**src/cmdio_pkg.sv**
```systemverilog
// Purpose: Shared constants and types for the command I/O and interrupt bus.
// Assumes: One 125 MHz core clock; a memory cycle is a whole number of core clocks.
// Notes: Bus lines are ground true; the _n values held here are wire levels.
package cmdio_pkg;

  // --------------------------------------------------------------------------
  // Timing
  // --------------------------------------------------------------------------
  localparam int unsigned CORE_CLK_NS = 8;
  localparam int unsigned MEM_CYCLE_NS = 96;
  localparam int unsigned CYC_LEN = MEM_CYCLE_NS / CORE_CLK_NS;
  localparam logic [3:0] PH_LAST = 4'(CYC_LEN - 1);
  localparam logic [3:0] PH_FIRST = 4'h0;
  localparam logic [3:0] C1_ON = 4'h1;
  localparam logic [3:0] C2_ON = 4'h5;
  localparam logic [3:0] C3_ON = 4'h9;

  // --------------------------------------------------------------------------
  // Address fields
  // --------------------------------------------------------------------------
  localparam int DIR_LO = 12;
  localparam int DIR_HI = 13;
  localparam int DEV_LO = 8;
  localparam int DEV_HI = 11;
  localparam int IN_DEV_LO = 6;
  localparam int IN_DEV_HI = 7;
  localparam int OUT_DEV_LO = 14;
  localparam int OUT_DEV_HI = 15;
  localparam int DATA_HI = 7;
  localparam logic [1:0] DIR_INPUT = 2'h0;
  localparam logic [1:0] DIR_OUTPUT = 2'h1;

  // --------------------------------------------------------------------------
  // Reset and idle values
  // --------------------------------------------------------------------------
  localparam logic [15:0] ADDR_IDLE_N = 16'hFFFF;
  localparam logic [7:0] DATA_IDLE_N = 8'hFF;
  localparam logic [7:0] BYTE_ZERO = 8'h00;
  localparam logic [5:0] DEV_IN_DEFAULT = 6'h21;
  localparam logic [5:0] DEV_OUT_DEFAULT = 6'h21;

  // --------------------------------------------------------------------------
  // States
  // --------------------------------------------------------------------------
  typedef enum logic [1:0] {
    CPU_IDLE = 2'b00,
    CPU_CMD = 2'b01,
    CPU_HOLD = 2'b10,
    CPU_ACK = 2'b11
  } cpu_state_e;

  typedef enum logic [1:0] {
    INT_IDLE = 2'b00,
    INT_PEND = 2'b01,
    INT_RAISED = 2'b10,
    INT_ACK = 2'b11
  } int_state_e;

endpackage

```
**src/cmdio_bus_if.sv**
```systemverilog
// Purpose: System bus wires between processor end and one peripheral card.
// Assumes: Open-collector data bus with pull-ups; only the card drives data here.
// Notes: Output enables are active low; an idle line reads high (logic zero).
`timescale 1ns/100ps
interface cmdio_bus_if;
  logic [15:0] addr_n;
  logic cmd_io_n;
  logic bus_req_n;
  logic clk1;
  logic clk2;
  logic clk3;
  logic int_ack_win_n;
  logic int_chain_in_n;
  logic int_out_n;
  logic [7:0] card_data_o_n;
  logic [7:0] card_data_oe_n;
  logic [7:0] data_n;

  // --------------------------------------------------------------------------
  // Wired bus level
  // --------------------------------------------------------------------------
  // Per bit: pulled up unless enabled and pulled low
  assign data_n = card_data_o_n | card_data_oe_n;

  modport cpu (
    output addr_n, cmd_io_n, bus_req_n, clk1, clk2, clk3, int_ack_win_n,
    input data_n, int_out_n
  );

  modport card (
    input addr_n, cmd_io_n, bus_req_n, clk1, clk2, clk3, int_ack_win_n,
    input data_n, int_chain_in_n,
    output card_data_o_n, card_data_oe_n, int_out_n
  );
endinterface

```
**src/cmdio_card_end.sv**
```systemverilog
// Purpose: Peripheral card end: command decode, data return, daisy-chained interrupt.
// Assumes: Bus signals come from logic on the same core clock.
// Notes: All bus drives are registered, so each lags its cause by one core clock.
`timescale 1ns/100ps
module cmdio_card_end
  import cmdio_pkg::*;
#(
  parameter logic [5:0] DEV_IN = DEV_IN_DEFAULT,
  parameter logic [5:0] DEV_OUT = DEV_OUT_DEFAULT,
  parameter bit USE_INT = 1'b1
)
(
  input wire logic i_core_clk,
  input wire logic i_nrst,
  cmdio_bus_if.card bus,
  input wire logic [7:0] i_in_data,
  input wire logic i_int_req,
  input wire logic [7:0] i_int_instr,
  output logic [7:0] o_out_data,
  output logic o_out_strobe,
  output logic o_in_taken,
  output logic o_int_pending,
  output logic o_int_served
);

  typedef struct packed {
    logic c3_prev;
    logic in_hit;
    int_state_e ist;
    logic [7:0] instr;
    logic own_int;
    logic int_out_n;
    logic [7:0] dout_n;
    logic [7:0] doe_n;
    logic [7:0] out_data;
    logic out_stb;
    logic in_taken;
    logic served;
    logic pend;
  } card_s;

  card_s cur_r;
  card_s cur_nxt;
  logic [15:0] addr;
  logic cmd;
  logic ack;
  logic is_in;
  logic in_hit;
  logic out_hit;
  logic c3_rise;
  logic c3_fall;
  logic [5:0] in_dev;
  logic [5:0] out_dev;

  // --------------------------------------------------------------------------
  // Command decode
  // --------------------------------------------------------------------------
  always_comb
  begin
    addr = ~bus.addr_n;
    cmd = ~bus.cmd_io_n;
    ack = ~bus.int_ack_win_n;
    // output unless bits 12,13 both zero
    is_in = (addr[DIR_HI:DIR_LO] == DIR_INPUT);
    in_dev = {addr[IN_DEV_HI:IN_DEV_LO], addr[DEV_HI:DEV_LO]};
    out_dev = {addr[OUT_DEV_HI:OUT_DEV_LO], addr[DEV_HI:DEV_LO]};
    in_hit = cmd && is_in && (in_dev == DEV_IN);
    out_hit = cmd && !is_in && (out_dev == DEV_OUT);
    c3_rise = bus.clk3 && !cur_r.c3_prev;
    c3_fall = !bus.clk3 && cur_r.c3_prev;
  end

  // --------------------------------------------------------------------------
  // Next state
  // --------------------------------------------------------------------------
  always_comb
  begin
    cur_nxt = cur_r;
    cur_nxt.c3_prev = bus.clk3;
    cur_nxt.in_hit = in_hit;
    cur_nxt.out_stb = 1'b0;
    cur_nxt.served = 1'b0;
    cur_nxt.in_taken = in_hit && !cur_r.in_hit;

    // Output capture at clock 3 rise, where the byte is surely settled
    // sample inside the stable window
    if (out_hit && c3_rise)
    begin
      cur_nxt.out_data = addr[DATA_HI:0];
      cur_nxt.out_stb = 1'b1;
    end

    // Interrupt sequence
    case (cur_r.ist)
      INT_IDLE:
      begin
        if (USE_INT && i_int_req)
        begin
          cur_nxt.ist = INT_PEND;
          cur_nxt.instr = i_int_instr;
        end
      end
      INT_PEND:
      begin
        // assert on clock 3 lagging edge
        if (c3_fall)
        begin
          cur_nxt.ist = INT_RAISED;
          cur_nxt.own_int = 1'b1;
        end
      end
      INT_RAISED:
      begin
        if (ack)
        begin
          cur_nxt.ist = INT_ACK;
          cur_nxt.own_int = 1'b0;
        end
      end
      INT_ACK:
      begin
        if (!ack)
        begin
          cur_nxt.ist = INT_IDLE;
          cur_nxt.served = 1'b1;
        end
      end
      default:
      begin
        cur_nxt.ist = INT_IDLE;
        cur_nxt.own_int = 1'b0;
      end
    endcase
    // Registered so the pending output comes straight from a flop
    cur_nxt.pend = (cur_nxt.ist != INT_IDLE);

    // Chain output: own request or upstream request
    if (USE_INT)
    begin
      cur_nxt.int_out_n = bus.int_chain_in_n && !cur_nxt.own_int;
    end
    else
    begin
      cur_nxt.int_out_n = bus.int_chain_in_n;
    end

    // Data bus drive; input and acknowledge never overlap on the processor side
    if (in_hit)
    begin
      cur_nxt.dout_n = ~i_in_data;
      cur_nxt.doe_n = 8'h00;
    end
    else if (ack && (cur_r.ist == INT_RAISED || cur_r.ist == INT_ACK))
    begin
      cur_nxt.dout_n = ~cur_r.instr;
      cur_nxt.doe_n = 8'h00;
    end
    else
    begin
      // release bus at strobe or window end
      cur_nxt.dout_n = DATA_IDLE_N;
      cur_nxt.doe_n = DATA_IDLE_N;
    end
  end

  // --------------------------------------------------------------------------
  // State register
  // --------------------------------------------------------------------------
  always_ff @(posedge i_core_clk or negedge i_nrst)
  begin
    if (!i_nrst)
    begin
      cur_r <= '{ist: INT_IDLE, int_out_n: 1'b1, dout_n: DATA_IDLE_N,
                 doe_n: DATA_IDLE_N, default: '0};
    end
    else
    begin
      cur_r <= cur_nxt;
    end
  end

  // --------------------------------------------------------------------------
  // Outputs
  // --------------------------------------------------------------------------
  assign bus.card_data_o_n = cur_r.dout_n;
  assign bus.card_data_oe_n = cur_r.doe_n;
  assign bus.int_out_n = cur_r.int_out_n;
  assign o_out_data = cur_r.out_data;
  assign o_out_strobe = cur_r.out_stb;
  assign o_in_taken = cur_r.in_taken;
  // Pending covers request latched through acknowledge end
  assign o_int_pending = cur_r.pend;
  assign o_int_served = cur_r.served;

endmodule

```
**src/flat_wrapper.sv**
```systemverilog
// flat-port wrapper written by rule: the top's interface ports become plain ports
module cmdio_card_end_flat import cmdio_pkg::*;
#(
  parameter logic [5:0] DEV_IN = DEV_IN_DEFAULT,
  parameter logic [5:0] DEV_OUT = DEV_OUT_DEFAULT,
  parameter bit USE_INT = 1'b1
)
  (i_core_clk, i_nrst, i_in_data, i_int_req, i_int_instr, o_out_data, o_out_strobe, o_in_taken, o_int_pending, o_int_served, bus_addr_n, bus_cmd_io_n, bus_bus_req_n, bus_clk1, bus_clk2, bus_clk3, bus_int_ack_win_n, bus_int_chain_in_n, bus_card_data_o_n, bus_card_data_oe_n, bus_int_out_n);
  cmdio_bus_if bus_i ();
  input wire logic i_core_clk;
  input wire logic i_nrst;
  input wire logic [7:0] i_in_data;
  input wire logic i_int_req;
  input wire logic [7:0] i_int_instr;
  output logic [7:0] o_out_data;
  output logic o_out_strobe;
  output logic o_in_taken;
  output logic o_int_pending;
  output logic o_int_served;
  input wire logic [$bits(bus_i.addr_n)-1:0] bus_addr_n;
  input wire logic [$bits(bus_i.cmd_io_n)-1:0] bus_cmd_io_n;
  input wire logic [$bits(bus_i.bus_req_n)-1:0] bus_bus_req_n;
  input wire logic [$bits(bus_i.clk1)-1:0] bus_clk1;
  input wire logic [$bits(bus_i.clk2)-1:0] bus_clk2;
  input wire logic [$bits(bus_i.clk3)-1:0] bus_clk3;
  input wire logic [$bits(bus_i.int_ack_win_n)-1:0] bus_int_ack_win_n;
  input wire logic [$bits(bus_i.int_chain_in_n)-1:0] bus_int_chain_in_n;
  output wire logic [$bits(bus_i.card_data_o_n)-1:0] bus_card_data_o_n;
  output wire logic [$bits(bus_i.card_data_oe_n)-1:0] bus_card_data_oe_n;
  output wire logic [$bits(bus_i.int_out_n)-1:0] bus_int_out_n;
  assign bus_i.addr_n = bus_addr_n;
  assign bus_i.cmd_io_n = bus_cmd_io_n;
  assign bus_i.bus_req_n = bus_bus_req_n;
  assign bus_i.clk1 = bus_clk1;
  assign bus_i.clk2 = bus_clk2;
  assign bus_i.clk3 = bus_clk3;
  assign bus_i.int_ack_win_n = bus_int_ack_win_n;
  assign bus_i.int_chain_in_n = bus_int_chain_in_n;
  assign bus_card_data_o_n = bus_i.card_data_o_n;
  assign bus_card_data_oe_n = bus_i.card_data_oe_n;
  assign bus_int_out_n = bus_i.int_out_n;
  cmdio_card_end #(.DEV_IN(DEV_IN), .DEV_OUT(DEV_OUT), .USE_INT(USE_INT)) u_core (.i_core_clk(i_core_clk), .i_nrst(i_nrst), .bus(bus_i), .i_in_data(i_in_data), .i_int_req(i_int_req), .i_int_instr(i_int_instr), .o_out_data(o_out_data), .o_out_strobe(o_out_strobe), .o_in_taken(o_in_taken), .o_int_pending(o_int_pending), .o_int_served(o_int_served));
endmodule
```
**config.mk**
```make
export PLATFORM = sky130hd
export DESIGN_NAME = cmdio_card_end_flat
export DESIGN_NICKNAME = d
export VERILOG_FILES = /design/src/cmdio_pkg.sv /design/src/cmdio_bus_if.sv /design/src/cmdio_card_end.sv /design/src/flat_wrapper.sv
export SDC_FILE = /design/constraint.sdc
export NUM_CORES = 1
export LEC_CHECK = 0
export BUFFER_PORTS_ARGS = -buffer_cell sky130_fd_sc_hd__buf_4
export CAP_MARGIN = 20
export CORE_MARGIN = 2
export CORE_UTILIZATION = 52
export DETAILED_ROUTE_END_ITERATION = 12
export GPL_TIMING_DRIVEN = 0
export PLACE_DENSITY = 0.85
export SLEW_MARGIN = 20
export SYNTH_ARGS = -nofsm -noshare
export SYNTH_HDL_FRONTEND = slang
export SYNTH_SLANG_ARGS = --single-unit
```
**constraint.sdc**
```tcl
create_clock -name i_core_clk -period 2.45 [get_ports i_core_clk]
set_input_delay 0.1225 -clock i_core_clk [delete_from_list [all_inputs] [get_ports i_core_clk]]
set_output_delay 0.1225 -clock i_core_clk [all_outputs]
set_load 0.05 [all_outputs]
```
Word level (Yosys, flattened, before mapping)
Index checks and enable logic that the tools add are counted.
Word-level totals
  flip-flop bits (word level): 42
  output and inout bits: 29
  bits of input ports: 42
  word-level logic and storage cells: 56
Cells by class
  mux-type cells: 13
  equal/unequal tests: 5
  bitwise gates (word level): 5
  reductions and logical operators: 20
Operators by type and width (count)
  16-bit two-way mux: 2
  16-bit NOT: 1
  8-bit NOT: 2
  6-bit == test (second input constant): 2
  1-bit logical AND: 10
  10-bit two-way mux: 1
  2-bit case mux with 4 select lines: 1
  2-bit two-way mux: 3
  1-bit zero test: 5
  1-bit two-way mux: 5
  2-bit == test (second input constant): 2
  2-bit zero test: 2
  2-bit by 1-bit == test with 1-bit output (second input constant): 1
  1-bit NOT: 2
  1-bit case mux with 2 select lines: 1
  2-bit AND reduction: 1
  2-bit nonzero test: 1
  1-bit logical OR: 1

Logic depth before layout (Yosys ltp)
  depth after elaboration: 7
  mapped depth: 6

Worst setup path before layout
OpenSTA, ideal clock, no wires.
  path type: flip-flop to flip-flop
  start point: register u_core.cur_r[39] (netlist name)
  end point: register u_core.cur_r, in the netlist u_core.o_int_pending
  arrival: 1355 ps
  stages on the path, launching flop included: 7
  path buffers: 0
  setup slack: 971 ps
  data required time: 2326 ps
  path through: dfrtp_1 inv_1 ha_1 nor2_1 a221oi_1 nor2_1 or2_1
RTL lines
  start, declared: line cmdio_card_end.sv:42  | card_s cur_r;
  start signal, assigned: line cmdio_card_end.sv:173  | cur_r <= '{ist: INT_IDLE, int_out_n: 1'b1, dout_n: DATA_IDLE_N,
  start signal, assigned: line cmdio_card_end.sv:178  | cur_r <= cur_nxt;

==> results.py <==
metrics = {
    "placement": {
        "placed_wire_length_estimate_after_detailed_placement_um": 2760,
        "place_worst_setup_slack_ps": 764,
        "finalWeightedCongestion": 0.852,
        "numPortBuffers": 67,
        "place.detailed.instances": 253,
    },
    "yosys": {
        "ys_top_cells_by_area": "dfrtp_1, dfstp_2, buf_4",
        "synthesis.yosys.warnings": 0,
        "synth_fp_nets": 188,
        "synth.ff_latch_count": 35,
        "cells_after_synth": 140,
        "number_of_enable_flip_flop_cells_after_synthesis": 0,
        "synth_top_flop_cell": "dfrtp_1",
        "synth-seq-area-share_pct": 50.0,
        "most_used_standard_cell_by_instance_count_after_synthesis": "dfrtp_1",
        "synth.largest_area_cell": "dfrtp_1",
        "synthTopCellsByCount": "dfrtp_1, buf_4, mux2i_1",
        "yosysUniqueCellTypes": 31,
        "synth_async_sr_flop_share_pct": 100,
        "netlist_area_mm2": 0.00178,
        "yosysTopAreaCellShare_pct": 35.2,
        "post_synth.cell_area_avg_um2": 12.7,
    },
    "timing": {
        "fin_setup_tns_ps": 0,
        "skew_ps": 12.8,
        "worst_pin_slew_ps": 432,
        "maxClockFrequency_mhz": 561,
        "setup_viol": 0,
        "worst_slack_ps": 666,
        "rsz0062_at_grt": "no",
        "hold_ws_ps": 20.0,
        "max_slew_margin_pct": 71.1,
        "hold_violation_total_from_the_final_report": 0,
        "post-route-min-period_ps": 1780,
        "slew_viol_final": 0,
        "period_share_pct": 72.8,
    },
    "drt": {
        "drtIter0Drc": 22,
        "detail_route.drc_violations": 0,
        "postRouteAntennaNets": 0,
        "postRouteWirelength_um": 4000,
        "total_number_of_vias": 1322,
        "first_pass_iters": 4,
        "routedWlPerCell_um": 14.0,
        "drt-vias-per-instance": 4.64,
    },
    "layout": {
        "ant_cells": 0,
        "fin_cells": 285,
        "n_fill_cell": 210,
        "nNetsFinal": 286,
        "final_core_utilization_pct": 79.7,
        "syn_to_final_growth_pct": 48.4,
        "final_layout_size_suffix_gt1_share_pct": 53.6,
    },
    "clock_tree": {
        "ctsRootBufferMaster": "clkbuf_4",
        "clk_pin_slew_worst_paths_ps": 110,
        "cts-buffers-inserted": 5,
        "worstSkewPairLatency_ps": 340,
        "max-clock-path-buffers": 2,
        "clock_sinks": 35,
        "tritoncts": "yes",
        "cts_max_level": 2,
    },
    "setup_path": {
        "crit_path_start_kind": "register",
        "cp.arrival_ps": 2020,
        "cp-end-kind": "register",
        "worstPathRequired_ps": 2690,
        "worst-setup-path-type": "reg2reg",
        "crit_startpoint": "u_core.cur_r[38]",
        "cp_slowest_cell": "dfrtp_1",
        "crit_family": "flip-flops",
        "worst_path_most_repeated_cell": "nor2_1",
        "worstPathCellList": "inv_1 > ha_1 > nor2_1 > a221oi_1 > nor2_1 > or2_1",
        "combined_buffer_and_inverter_count_along_the_critical_path": 1,
        "cp_max_fo": 6,
        "worstReg2RegStart": "u_core.cur_r[38]",
        "cp_slowest_stage_delay_ps": 460,
    },
    "power": {
        "p_sw_share_pct": 38.5,
        "power.clock.fraction_pct": 15.3,
        "static-leakage-power_nw": 1.27,
        "powerDensity_mw_per_mm2": 800,
        "vdd.ir_drop.worst_mv": 0.586,
        "p_comb_share_pct": 45.9,
        "power_frac_seq_pct": 38.8,
        "power_report.internal_total_mw": 1.30,
        "power.net_switching_mw": 0.812,
    },
    "worst_hold_path": {
        "holdCritStartpoint": "i_int_instr[2]",
        "worst_hold_path_type": "in2reg",
    },
    "global_route": {
        "antenna_found_initial": 0,
        "grt_start_max_net_pins": 36,
        "global_route_wire_length_before_repair_um": 6750,
        "number_of_global_route_vias_before_repair": 1439,
        "grt_usage_pct": 22.8,
        "global_route.overflow_total": 0,
    },
    "floorplanning": {
        "top_level_ports": 71,
        "die_y_um": 62.5,
        "fp.coreArea_mm2": 0.00331,
        "fp.dieW_um": 62.5,
        "std_cell_rows": 21,
        "design.die.area_mm2": 0.00390,
        "start_util_pct": 53.7,
    },
    "status": {
        "status": "complete, no violations",
    },
    "flow_run": {
        "max_cap_viols": 0,
    },
}
worst paths after layout:
| check | endpoint | slack (ps) | cells after the start |
|---|---|---|---|
| worst max-delay path | u_core.o_int_pending | 670 | 6 |
| worst min-delay path | u_core.cur_r[32] | 20 | 2 |
| worst max register to register | u_core.o_int_pending | 670 | 6 |
| worst min register to register | u_core.o_in_taken | 440 | 1 |
| max in group asynchronous | u_core.bus.int_out_n | 1840 | 2 |
| min in group asynchronous | u_core.cur_r[31] | 270 | 2 |
final cells by class:
class / instances / area [um2] / share of cell area, %
Buffer: 25 / 191 / 7.25
Inverter: 10 / 37.5 / 1.42
Clock inverter: 1 / 5.00 / 0.190
Sequential cell: 35 / 888 / 33.7
Timing Repair Buffer: 91 / 743 / 28.2
Clock buffer: 7 / 55.1 / 2.09
Tap cell: 46 / 57.6 / 2.18
Multi-Input combinational cell: 70 / 661 / 25.0
through the flow:
step                      instance area [um2]  total power, mW
after global placement                   2340             1.71
final                                    2640             2.11
after global routing                     2640             2.22
after detailed placement                 2340             1.76
after CTS                                2640             2.12
after floorplan                          1780             1.48
sequential cells by signal (all words and copies together) (netlist names):
| register | flops |
|---|---|
| u_core.bus.card_data_o_n | 8 |
| u_core.bus.card_data_oe_n | 1 |
| u_core.bus.int_out_n | 1 |
| u_core.cur_r | 13 |
| u_core.o_in_taken | 1 |
| u_core.o_int_pending | 1 |
| u_core.o_int_served | 1 |
| u_core.o_out_data | 8 |
| u_core.o_out_strobe | 1 |
power groups by stage:
stage	clock network [mW]	registers, mW	logic, mW
floorplan	0	0.859	0.625
global placement	0	0.810	0.899
detailed placement	0	0.827	0.937
CTS	0.335	0.816	0.970
global route	0.354	0.834	1.03
finish	0.323	0.818	0.969
what timing repair did:
item                                   4_1_cts  5_1_grt
buffers inserted                             0        0
hold buffers                                24        0
endpoints found under the hold margin       48        0
resized for setup                            0        0
cell usage in the layout (no fill, tap or decap), types with 2 or more instances in the layout:
cell type	Yosys	final
inv_1	10	10
nor2_2	2	2
dfstp_2	10	10
buf_4	24	91
ha_1	6	6
a21oi_2	2	2
nor2_1	5	5
nor2b_1	2	2
dfrtp_1	25	25
mux2i_1	14	14
clkbuf_4	0	5
mux2_2	8	8
nor3_1	2	2
and2_1	9	9
nand2_1	4	4
dlygate4sd3_1	0	24
kinds of logic after synthesis:
| family | count (synthesis) | share of synthesized area, % |
|---|---|---|
| mux | 22 | 12.9 |
| simple gates | 33 | 14.9 |
| fa+ha+maj | 6 | 4.22 |
| flops | 35 | 50.0 |
| compound gates | 9 | 5.07 |
| buf+inv | 35 | 12.9 |
routing by layer:
layer	wire length (um)	vias to the layer above	part of all wire, %	track usage (%)
met5	0	-	0	0
met4	96	0	2.4	9.17
met3	164	13	4.1	5.95
met2	2190	48	55	43.1
met1	1550	623	39	23.8
li1	-	638	-	-
(Power assumes the default switching activity.)
